## src/host_bus_pkg.sv

```systemverilog
// Purpose: constants for the host-side controller of a quad UART bus port
// Assumes: one clock, mclk at 125 MHz, which also serves as the device host clock
// Notes: the device map is outside this block; only its address shape is kept here
//
// Notes on behaviour
// - Host clock over twice any device clock
// - Access only while chip select held low
// - Direction high writes, low reads
// - Chip select idle during interrupt acknowledge
// - Host starts acknowledge with ack line low
// - Master reset low at least ten clocks
// - Async: one access per select assertion
// - Burst: access every four clocks
// - Select held four, or 4n in burst
// - Eight-bit bus, device drives on reads
`default_nettype none

package host_bus_pkg;
	localparam int DATA_W = 8;
	localparam int ADDR_W = 8;
	localparam int ADDR_UNUSED_BIT = 6;
	localparam int ADDR_HALF_BIT = 7;
	localparam int CLK_PERIOD_NS = 8;
	localparam int PHASES_PER_ACCESS = 4;
	localparam int RESET_MIN_CLOCKS = 10;
	localparam int RESET_CNT_W = 4;
	localparam int PHASE_CNT_W = 3;
	localparam int ACK_HOLD_CLOCKS = 4;
	localparam logic [RESET_CNT_W-1:0] RESET_CNT_LAST = RESET_CNT_W'(RESET_MIN_CLOCKS - 1);
	localparam logic [PHASE_CNT_W-1:0] PHASE_LAST = PHASE_CNT_W'(PHASES_PER_ACCESS - 1);
	localparam logic [PHASE_CNT_W-1:0] ACK_LAST = PHASE_CNT_W'(ACK_HOLD_CLOCKS - 1);
	localparam logic [PHASE_CNT_W-1:0] PHASE_ZERO = 3'h0;
	localparam logic [RESET_CNT_W-1:0] RESET_CNT_ZERO = 4'h0;
	localparam logic [DATA_W-1:0] DATA_ZERO = 8'h00;
	localparam logic [ADDR_W-1:0] ADDR_ZERO = 8'h00;

	typedef enum logic [2:0] {
		ST_RESET = 3'h0,
		ST_IDLE = 3'h1,
		ST_ACCESS = 3'h2,
		ST_GAP = 3'h3,
		ST_IACK = 3'h4
	} bus_state_t;
endpackage

`default_nettype wire

```

## src/pin_sync.sv

```systemverilog
// Purpose: three-stage synchroniser with agreement filter for one pin
// Assumes: pin is asynchronous to mclk
// Notes: output changes only when stages two and three agree
`default_nettype none

module pin_sync #(
	parameter logic RESET_LEVEL = 1'b1
) (
	input wire logic mclk,
	input wire logic arst_n,
	input wire logic clk_en,
	input wire logic pin,
	output logic level
);
	logic s1;
	logic s2;
	logic s3;

	always_ff @(posedge mclk or negedge arst_n) begin
		if (!arst_n) begin
			s1 <= RESET_LEVEL;
			s2 <= RESET_LEVEL;
			s3 <= RESET_LEVEL;
		end else if (clk_en) begin
			s1 <= pin;
			s2 <= s1;
			s3 <= s2;
		end
	end

	always_ff @(posedge mclk or negedge arst_n) begin
		if (!arst_n) begin
			level <= RESET_LEVEL;
		end else if (clk_en && (s2 == s3)) begin
			level <= s3;
		end
	end
endmodule

`default_nettype wire

```

## src/host_bus_master.sv

```systemverilog
// Purpose: host-side master driving the quad UART parallel bus port
// Assumes: mclk is forwarded to the device as its host clock
// Notes: one request at a time; burst mode holds chip select across accesses
`default_nettype none

module host_bus_master
	import host_bus_pkg::*;
(
	input wire logic mclk,
	input wire logic arst_n,
	input wire logic clk_en,
	input wire logic restart,
	input wire logic burst_mode,
	input wire logic req_valid,
	input wire logic req_write,
	input wire logic [host_bus_pkg::ADDR_W-1:0] req_addr,
	input wire logic [host_bus_pkg::DATA_W-1:0] req_wdata,
	input wire logic req_last,
	output logic req_ready,
	output logic rsp_valid,
	output logic [host_bus_pkg::DATA_W-1:0] rsp_rdata,
	input wire logic iack_req,
	output logic iack_done,
	output logic irq_pending,
	output logic busy,
	output logic master_reset_n,
	output logic chip_select_n,
	output logic write_not_read,
	output logic [host_bus_pkg::ADDR_W-1:0] addr,
	input wire logic [host_bus_pkg::DATA_W-1:0] data_in,
	output logic [host_bus_pkg::DATA_W-1:0] data_out,
	output logic data_oe_n,
	input wire logic transfer_done_n,
	input wire logic interrupt_request_n,
	output logic int_ack_cycle_n
);
	import host_bus_pkg::*;

	bus_state_t state;
	logic [PHASE_CNT_W-1:0] phase;
	logic [RESET_CNT_W-1:0] reset_cnt;
	logic done_level;
	logic done_prev;
	logic done_fall;
	logic irq_level;
	logic in_burst;
	logic take_req;
	logic phase_end;

	// ==========================================================
	// Pin synchronisers
	pin_sync #(.RESET_LEVEL(1'b1)) u_sync_done (
		.mclk(mclk),
		.arst_n(arst_n),
		.clk_en(clk_en),
		.pin(transfer_done_n),
		.level(done_level)
	);

	pin_sync #(.RESET_LEVEL(1'b1)) u_sync_irq (
		.mclk(mclk),
		.arst_n(arst_n),
		.clk_en(clk_en),
		.pin(interrupt_request_n),
		.level(irq_level)
	);

	always_ff @(posedge mclk or negedge arst_n) begin
		if (!arst_n) begin
			done_prev <= 1'b1;
		end else if (clk_en) begin
			done_prev <= done_level;
		end
	end

	// Device acknowledge seen, open-drain low means finished
	assign done_fall = done_prev && !done_level;

	// Interrupt pending follows the filtered request line
	always_ff @(posedge mclk or negedge arst_n) begin
		if (!arst_n) begin
			irq_pending <= 1'b0;
		end else if (clk_en) begin
			irq_pending <= !irq_level;
		end
	end

	// ==========================================================
	// Master reset pulse, held at least ten clocks
	always_ff @(posedge mclk or negedge arst_n) begin
		if (!arst_n) begin
			reset_cnt <= RESET_CNT_ZERO;
			master_reset_n <= 1'b0;
		end else if (clk_en) begin
			if (restart) begin
				reset_cnt <= RESET_CNT_ZERO;
				master_reset_n <= 1'b0;
			end else if (!master_reset_n) begin
				if (reset_cnt == RESET_CNT_LAST) begin
					master_reset_n <= 1'b1;
				end else begin
					reset_cnt <= reset_cnt + 1'b1;
				end
			end
		end
	end

	// ==========================================================
	// Bus sequencer
	assign take_req = req_valid && req_ready;
	assign phase_end = (phase == PHASE_LAST);

	always_ff @(posedge mclk or negedge arst_n) begin
		if (!arst_n) begin
			state <= ST_RESET;
			phase <= PHASE_ZERO;
			in_burst <= 1'b0;
		end else if (clk_en) begin
			if (restart || !master_reset_n) begin
				state <= ST_RESET;
				phase <= PHASE_ZERO;
				in_burst <= 1'b0;
			end else begin
				case (state)
					ST_RESET: begin
						state <= ST_IDLE;
					end
					ST_IDLE: begin
						phase <= PHASE_ZERO;
						if (iack_req) begin
							state <= ST_IACK;
						end else if (take_req) begin
							state <= ST_ACCESS;
							in_burst <= burst_mode && !req_last;
						end
					end
					ST_ACCESS: begin
						// Four phases per access; select kept for whole span
						phase <= phase + 1'b1;
						if (phase_end) begin
							phase <= PHASE_ZERO;
							if (in_burst && req_valid) begin
								in_burst <= !req_last;
							end else begin
								state <= ST_GAP;
								in_burst <= 1'b0;
							end
						end
					end
					ST_GAP: begin
						state <= ST_IDLE;
					end
					ST_IACK: begin
						if (done_fall || phase == ACK_LAST) begin
							state <= ST_GAP;
						end
						phase <= phase + 1'b1;
					end
					default: begin
						state <= ST_IDLE;
					end
				endcase
			end
		end
	end

	// Ready for a new request at idle, or at burst continuation
	always_comb begin
		req_ready = 1'b0;
		if (state == ST_IDLE && !iack_req && master_reset_n) begin
			req_ready = 1'b1;
		end else if (state == ST_ACCESS && phase_end && in_burst) begin
			req_ready = 1'b1;
		end
	end

	// ==========================================================
	// Pin drivers
	always_ff @(posedge mclk or negedge arst_n) begin
		if (!arst_n) begin
			chip_select_n <= 1'b1;
			write_not_read <= 1'b0;
			addr <= ADDR_ZERO;
			data_out <= DATA_ZERO;
			data_oe_n <= 1'b1;
		end else if (clk_en) begin
			if (take_req) begin
				chip_select_n <= 1'b0;
				write_not_read <= req_write;
				addr <= req_addr;
				addr[ADDR_UNUSED_BIT] <= 1'b0;
				data_out <= req_wdata;
				data_oe_n <= !req_write;
			end else if (state == ST_ACCESS && phase_end) begin
				chip_select_n <= 1'b1;
				data_oe_n <= 1'b1;
			end else if (state != ST_ACCESS) begin
				chip_select_n <= 1'b1;
				data_oe_n <= 1'b1;
			end
		end
	end

	always_ff @(posedge mclk or negedge arst_n) begin
		if (!arst_n) begin
			int_ack_cycle_n <= 1'b1;
		end else if (clk_en) begin
			int_ack_cycle_n <= !(state == ST_IDLE && iack_req && master_reset_n) &&
				!(state == ST_IACK && !(done_fall || phase == ACK_LAST));
		end
	end

	// ==========================================================
	// Answers: read data captured at last phase
	always_ff @(posedge mclk or negedge arst_n) begin
		if (!arst_n) begin
			rsp_valid <= 1'b0;
			rsp_rdata <= DATA_ZERO;
			iack_done <= 1'b0;
			busy <= 1'b0;
		end else if (clk_en) begin
			rsp_valid <= (state == ST_ACCESS) && phase_end;
			if (state == ST_ACCESS && phase_end && !write_not_read) begin
				rsp_rdata <= data_in;
			end
			iack_done <= (state == ST_IACK) && (done_fall || phase == ACK_LAST);
			busy <= (state != ST_IDLE) || take_req;
		end
	end
endmodule

`default_nettype wire

```

## config.mk

```make
export PLATFORM = sky130hd
export DESIGN_NAME = host_bus_master
export DESIGN_NICKNAME = d
export VERILOG_FILES = /design/src/host_bus_pkg.sv /design/src/pin_sync.sv /design/src/host_bus_master.sv
export SDC_FILE = /design/constraint.sdc
export NUM_CORES = 1
export LEC_CHECK = 0
export BUFFER_PORTS_ARGS = -buffer_cell sky130_fd_sc_hd__clkbuf_2
export CORE_ASPECT_RATIO = 1.75
export CORE_MARGIN = 4
export CORE_UTILIZATION = 42
export CTS_BUF_LIST = sky130_fd_sc_hd__clkbuf_4
export CTS_CLUSTER_SIZE = 10
export DETAILED_ROUTE_END_ITERATION = 6
export GPL_ROUTABILITY_DRIVEN = 0
export GPL_TIMING_DRIVEN = 0
export PLACE_DENSITY = 0.73
export SETUP_SLACK_MARGIN = 0.2
export SYNTH_ARGS = -nofsm -noshare
export SYNTH_HDL_FRONTEND = slang
export SYNTH_SLANG_ARGS = --single-unit
```

## constraint.sdc

```tcl
create_clock -name mclk -period 4.04 [get_ports mclk]
set_input_delay 0 -clock mclk [delete_from_list [all_inputs] [get_ports mclk]]
set_output_delay 0 -clock mclk [all_outputs]
set_load 0.005 [all_outputs]
```

==> impl_metrics.tcl, run 1 <==
set metrics [dict create \
    outcome "finished, final reports clean" \
    via_count_of_the_first_global_routing_pass 1956 \
    critical_path.most_common_cell "sky130_fd_sc_hd__ha_1" \
    rrSetupSlack_ns 2.00 \
    crit_chain "ha_1, ha_1, buf_2, nand3_1, nand2_1, and3_4, buf_8, buf_12, mux2_4" \
    cp_slowest_stage_delay_ns 0.43 \
    postSynth.topFlopCell "sky130_fd_sc_hd__dfrtp_1" \
    clock_transition_at_the_registers_of_the_reported_paths_ns 0.16 \
    place.port_buffers 65 \
    ioPinCount 69 \
    netlist_instances 200 \
    cp_data_arrival_time_ns 2.31 \
    grt_first_pass_wirelength_um 9246 \
    worst_setup_path_startpoint "phase[0]" \
    number_of_sinks_driven_by_the_clock_tree 52 \
    routed_via_density 4.945 \
    layout_commonest_cell "sky130_fd_sc_hd__clkbuf_2" \
    routed_wl_um 5377 \
    hold_buffers 31 \
    synth_top_area_cell "sky130_fd_sc_hd__dfrtp_1" \
    slew_headroom 0.6432 \
    wl_per_cell_um 14.11 \
    postSynthNetCount 240 \
    timing_worst_slew_pin_value_ns 0.5351 \
    ys_top_cells_by_area "sky130_fd_sc_hd__dfrtp_1 (40%), sky130_fd_sc_hd__dfstp_2 (13%), sky130_fd_sc_hd__mux2_2 (9.6%)" \
    antenna_violating_nets_post_route 0 \
    final_hold_viol_count 0 \
    clock_tree.root_cell "sky130_fd_sc_hd__clkbuf_4" \
    cts_setup_buffers 0 \
    ys_async_sr_fraction 1.000 \
    die_y_um 109.5 \
    cap_viol_max_count 0 \
    irDropWorstVdd_v 0.0002366 \
    post-dp-hpwl_um 3728 \
    worst-path-max-fanout 10 \
    clock_skew_ns 0.008912 \
    timing.rr.end "data_out[4]" \
    finalNetCount 344 \
    antenna_found_initial 0 \
    floorplan.initialDensity 0.4396 \
    post-route-drc-count 0 \
    n_antenna_cell 0 \
    netlist.area_leader.share 0.4044 \
    most-common-layout-cells "sky130_fd_sc_hd__clkbuf_2 (64), sky130_fd_sc_hd__dfrtp_1 (40), sky130_fd_sc_hd__dlygate4sd3_1 (31)" \
    cts.repair.resized 0 \
    dr_pass1_iterations 5 \
    die_w_um 66.03 \
    synth.distinct_cells 47 \
    rsz_0062_raised_after_global_routing "false" \
    crit_slowest_cell "sky130_fd_sc_hd__dfrtp_1" \
    layout_worst_path_cycle_share 0.5048 \
    timing.critical_path.required_ns 4.31 \
    synth_enable_flop_cells 0 \
    yosysWarnings 0 \
    post-route-min-period_ns 2.039 \
    seq_area_frac_synth 0.5319 \
    clock_path_buffers 2 \
    start_kind "flop" \
    grt_use_total 0.1679 \
    hold_path.class "primary input to asynchronous set/reset pin" \
    synthToLayoutAreaGrowth_pct 32.76 \
    numCtsBuffers 5 \
    dr.first_iter.drc_count 39 \
    syn-cell-area_sq_mm 0.002475 \
    largest_net_degree_at_the_start_of_global_routing 53 \
    globalRoute.totalOverflow 0 \
    regToRegStartpoint "phase[0]" \
    avgSynthCellArea_sq_um 12.37 \
    critPathCaptureType "flop" \
    max_clock_freq_mhz 490.3 \
    report.final.setup_viol 0 \
    synth_seq_cells 52 \
    dieArea_sq_mm 0.007233 \
    fin_setup_tns_ns 0 \
    clock_tree_from_tritoncts "yes" \
    htreeDepth 2 \
    ff2ff_path_depth 9 \
    layout_cell_share_with_drive_strength_beyond_1 0.4361 \
    std_cell_rows 36 \
    path_class "flop to flop" \
    whs_ns 0.008164 \
    vias_after_detailed_routing 1884 \
    timing.critical_path.to "data_out[4]" \
    power_per_cell_area_mw_per_mm2 319.2 \
    core_region_area_sq_mm 0.005630 \
    leakagePower_nw 1.591 \
    slew_violations 0 \
    clk_latency_ns 0.37 \
]
synth_stat cells, types with 2 or more instances:
master and instances:
sky130_fd_sc_hd__dfstp_2 12, sky130_fd_sc_hd__mux2_1 3, sky130_fd_sc_hd__nand3_1 3, sky130_fd_sc_hd__nor2b_1 3, sky130_fd_sc_hd__o31ai_1 2, sky130_fd_sc_hd__a21oi_1 14, sky130_fd_sc_hd__buf_4 3, sky130_fd_sc_hd__mux2_2 21
sky130_fd_sc_hd__nor4b_1 2, sky130_fd_sc_hd__o21ai_0 10, sky130_fd_sc_hd__buf_2 2, sky130_fd_sc_hd__inv_1 9, sky130_fd_sc_hd__ha_1 5, sky130_fd_sc_hd__a31oi_1 2, sky130_fd_sc_hd__dfrtp_1 40, sky130_fd_sc_hd__o21a_1 2
sky130_fd_sc_hd__and3_1 2, sky130_fd_sc_hd__o21ai_1 2, sky130_fd_sc_hd__nor3b_4 2, sky130_fd_sc_hd__nor2_1 9, sky130_fd_sc_hd__nand2_1 10, sky130_fd_sc_hd__nor3_1 4, sky130_fd_sc_hd__mux2_4 10, sky130_fd_sc_hd__o31ai_2 2
sky130_fd_sc_hd__nand2b_1 3, sky130_fd_sc_hd__clkbuf_1 2
logic make-up after synthesis:
kind of cell / count (synthesis) / synth area share
buffers and inverters: 20 / 0.05005
DFF: 52 / 0.5318
adders and majority gates: 5 / 0.02528
xor gates and xnor gates: 1 / 0.003540
other: 1 / 0.001515
muxes: 35 / 0.1739
AOI/OAI and AO/OA: 39 / 0.09707
and+or+nand+nor: 47 / 0.1168
final cells by class:
type,instances,area [sq um]
Fill cell,493,2345
Clock buffer,5,37.54
Buffer,11,90.09
Inverter,9,33.78
Tap cell,76,95.09
Sequential cell,52,1316
Multi-Input combinational cell,128,1035
Clock inverter,3,22.52
Timing Repair Buffer,97,655.6
worst max-delay path: cells and delay by family (launching register included):
kind	cells	cell delay [ns]
fa+ha+maj	2	0.41
buf+inv	3	0.47
flops	1	0.43
mux	1	0.29
simple gates	3	0.35
how the worst min path moves through the flow:
| stage | endpoint | start | slack [ns] |
|---|---|---|---|
| 4_1_cts | state[2] | iack_req | 0.004 |
| 6_report | rsp_rdata[4] | arst_n | 0.008 |
| 2_1_floorplan | addr[0] | arst_n | -0.30 |
| 3_5_place_dp | data_oe_n | req_write | 0.16 |
| 5_1_grt | rsp_rdata[0] | arst_n | 0.02 |
| 3_3_place_gp | data_oe_n | req_write | 0.16 |
state kept, by name, summed over array words and instances, names as in the netlist, 3 cells and up:
| register | flops |
|---|---|
| state | 3 |
| phase | 3 |
| data_out | 8 |
| addr | 7 |
| reset_cnt | 4 |
| rsp_rdata | 8 |
stage by stage:
| step | worst slack, ns | cell area, sq um | total power [mW] | cells | util |
|---|---|---|---|---|---|
| after global placement | 2.057 | 2895 | 0.7865 | 341 | 0.5142 |
| after global routing | 1.916 | 3286 | 1.114 | 381 | 0.5836 |
| final | 2.001 | 3286 | 1.049 | 381 | 0.5836 |
| after detailed placement | 2.017 | 2895 | 0.7940 | 341 | 0.5142 |
| after CTS | 1.997 | 3266 | 1.060 | 380 | 0.5800 |
| after floorplan | 2.130 | 2475 | 0.7280 | 200 | - |
metal layers:
layer | share of wire | GRT usage
met1 | 0.36 | 0.1753
met2 | 0.57 | 0.3094
met3 | 0.035 | 0.03067
met4 | 0.039 | 0.09157
met5 | 0 | 0
report_power, final:
part           internal, mW  switching (mW)
Sequential            0.580          0.0382
Clock                0.0707           0.170
Combinational         0.102          0.0879
Total                 0.753           0.296
Power figures use the tool's default switching activity.
==> run 2, diff against run 1 <==
==> constraint.sdc (replaced) <==
create_clock -name mclk -period 2.1 [get_ports mclk]
set_input_delay 0 -clock mclk [delete_from_list [all_inputs] [get_ports mclk]]
set_output_delay 0 -clock mclk [all_outputs]
set_load 0.005 [all_outputs]
==> run 2 against run 1 <==
  * Clock skew increased by 0.011 ns
  * Count of clock-buffer cells in the layout rose by 2
  * Hold slack better by 0.0075 ns
  * Design area rose by 7.5%
  * Critical path depth is 1 lower
  * Sequential power grew 93%
  * Utilization rose by 4.4 points
  * Worst setup slack worse by 1.8 ns
  * Non-clock buffer count increased by 18
  * Global-route usage increased by 0.27 points
  * Flip-flop and latch count unchanged
==> impl_metrics.tcl, run 2 (synthesized netlist as in run 1, its figures left out) <==
set metrics [dict create \
    hold_path.class "primary input to asynchronous set/reset pin" \
    ioPinCount 69 \
    fin_setup_tns_ns 0 \
    via_count_of_the_first_global_routing_pass 1962 \
    layout_worst_path_cycle_share 0.9066 \
    floorplan.initialDensity 0.4396 \
    p_sw_frac 0.2712 \
    dieArea_sq_mm 0.007233 \
    worst-path-max-fanout 5 \
    std_cell_rows 36 \
    finalNetCount 362 \
    place.port_buffers 65 \
    max_clock_freq_mhz 525.3 \
    clock_path_buffers 2 \
    grt_first_pass_wirelength_um 9425 \
    core_region_area_sq_mm 0.005630 \
    switchingPower_mw 0.5536 \
    numCtsBuffers 5 \
    report.final.setup_viol 0 \
    routed_wl_um 5942 \
    antenna_violating_nets_post_route 0 \
    vias_after_detailed_routing 1956 \
    slew_headroom 0.6327 \
    globalRoute.totalOverflow 0 \
    start_kind "flop" \
    grt_use_total 0.1706 \
    wl_per_cell_um 14.86 \
    largest_net_degree_at_the_start_of_global_routing 53 \
    post-route-min-period_ns 1.904 \
    layout_commonest_cell "sky130_fd_sc_hd__clkbuf_2" \
    path_class "flop to flop" \
    clock_skew_ns 0.01979 \
    routed_via_density 4.890 \
    post-dp-hpwl_um 3805 \
    die_w_um 66.03 \
    pwr-share-seq 0.583 \
    clk_latency_ns 0.37 \
    outcome "finished, final reports clean" \
    critPathCaptureType "flop" \
    power_frac_clock 0.223 \
    irDropWorstVdd_v 0.0005653 \
    logic_gate_share_of_total_power 0.194 \
    clock_tree.root_cell "sky130_fd_sc_hd__clkbuf_4" \
    leakagePower_nw 1.695 \
    largestRegisters "data_out (8), rsp_rdata (8), addr (7)" \
    power_report.internal_total_mw 1.488 \
    post-route-drc-count 0 \
    power_per_cell_area_mw_per_mm2 577.7 \
    timing_worst_slew_pin_value_ns 0.5510 \
    dr.first_iter.drc_count 64 \
    rsz_0062_raised_after_global_routing "true" \
    final_hold_viol_count 0 \
    p_total_mw 2.041 \
    synthToLayoutAreaGrowth_pct 42.77 \
    timing.critical_path.required_ns 2.36 \
    clock_tree_from_tritoncts "yes" \
    die_y_um 109.5 \
    dr_pass1_iterations 4 \
    number_of_sinks_driven_by_the_clock_tree 52 \
    slew_violations 0 \
    most-common-layout-cells "sky130_fd_sc_hd__clkbuf_2 (64), sky130_fd_sc_hd__dfrtp_1 (40), sky130_fd_sc_hd__dlygate4sd3_1 (31)" \
    clock_transition_at_the_registers_of_the_reported_paths_ns 0.15 \
    htreeDepth 2 \
    cp_data_arrival_time_ns 2.17 \
    layout_cell_share_with_drive_strength_beyond_1 0.4892 \
    cap_viol_max_count 0 \
    antenna_found_initial 1 \
]
run 2: changes by cell type in the layout (fill, tap and decap cells not counted), sizes merged:
| cell | before | now |
|---|---|---|
| clkinv | 2 | 1 |
| clkbuf | 71 | 73 |
| inv | 10 | 9 |
| diode | 0 | 1 |
| buf | 11 | 29 |
run 2: power groups by stage:
| stage | logic, mW | registers [mW] | clock network [mW] |
|---|---|---|---|
| floorplan | 0.205 | 1.20 | 0 |
| global placement | 0.308 | 1.21 | 0 |
| detailed placement | 0.318 | 1.21 | 0 |
| CTS | 0.382 | 1.19 | 0.473 |
| global route | 0.442 | 1.21 | 0.512 |
| finish | 0.397 | 1.19 | 0.454 |
run 2: area by class of cell:
type                    instances  area (sq um)
clock inverters                 1         5.005
inverters                       9         33.78
diodes                          1         2.502
clock buffers                   7         52.55
flip-flops and latches         52          1316
well taps                      76         95.09
plain buffers                  11         103.9
fillers                       459          2097
multi-input cells             128          1102
repair buffers                115         822.0
run 2: path summary, 6_finish.rpt:
kind	startpoint	end	slack, ns	depth (start not counted)
max	phase[0]	state[2]	0.20	8
max reg2reg	phase[0]	state[2]	0.20	8
min reg2reg	chip_select_n	chip_select_n	0.52	2
min in group mclk	iack_req	state[2]	0.04	3
min	arst_n	data_out[7]	0.02	2
max in group asynchronous	arst_n	u_sync_done.level	1.49	3
run 2: routing by layer:
metal | track usage | share of wire | vias to the layer above | wire length, um
li1 | - | - | 946 | -
met1 | 0.1865 | 0.36 | 952 | 2155
met2 | 0.3123 | 0.56 | 47 | 3352
met3 | 0.03170 | 0.045 | 11 | 270
met4 | 0.07849 | 0.028 | 0 | 164
met5 | 0 | 0 | - | 0
run 2: worst max-delay path, stage by stage (launching register included):
cell                      delay [ns]
sky130_fd_sc_hd__dfrtp_1        0.44
sky130_fd_sc_hd__ha_4           0.19
sky130_fd_sc_hd__ha_4           0.15
sky130_fd_sc_hd__buf_6          0.11
sky130_fd_sc_hd__buf_6          0.12
sky130_fd_sc_hd__nor3_4         0.23
sky130_fd_sc_hd__o31ai_4        0.11
sky130_fd_sc_hd__o31ai_4        0.10
sky130_fd_sc_hd__mux2_4         0.32
run 2: per-stage QoR:
step                      utilization  hold slack, ns  setup WS, ns  area [sq um]  std cells
final                          0.6276         0.01568        0.1962          3533        400
after detailed placement       0.5151          0.1675        0.1412          2900        341
after CTS                      0.6067        0.004895        0.1981          3416        390
after floorplan                     -         -0.2956        0.2185          2480        200
after global routing           0.6276         0.03439        0.1380          3533        400
after global placement         0.5151          0.1564        0.1690          2900        341
run 2: what timing repair did:
item,in CTS,in global routing
pin swaps,8,6
endpoints found under the setup margin,8,19
hold endpoints to repair,74,0
hold buffers,31,0
gates cloned,1,0
resized for setup,11,8
setup buffers,9,8
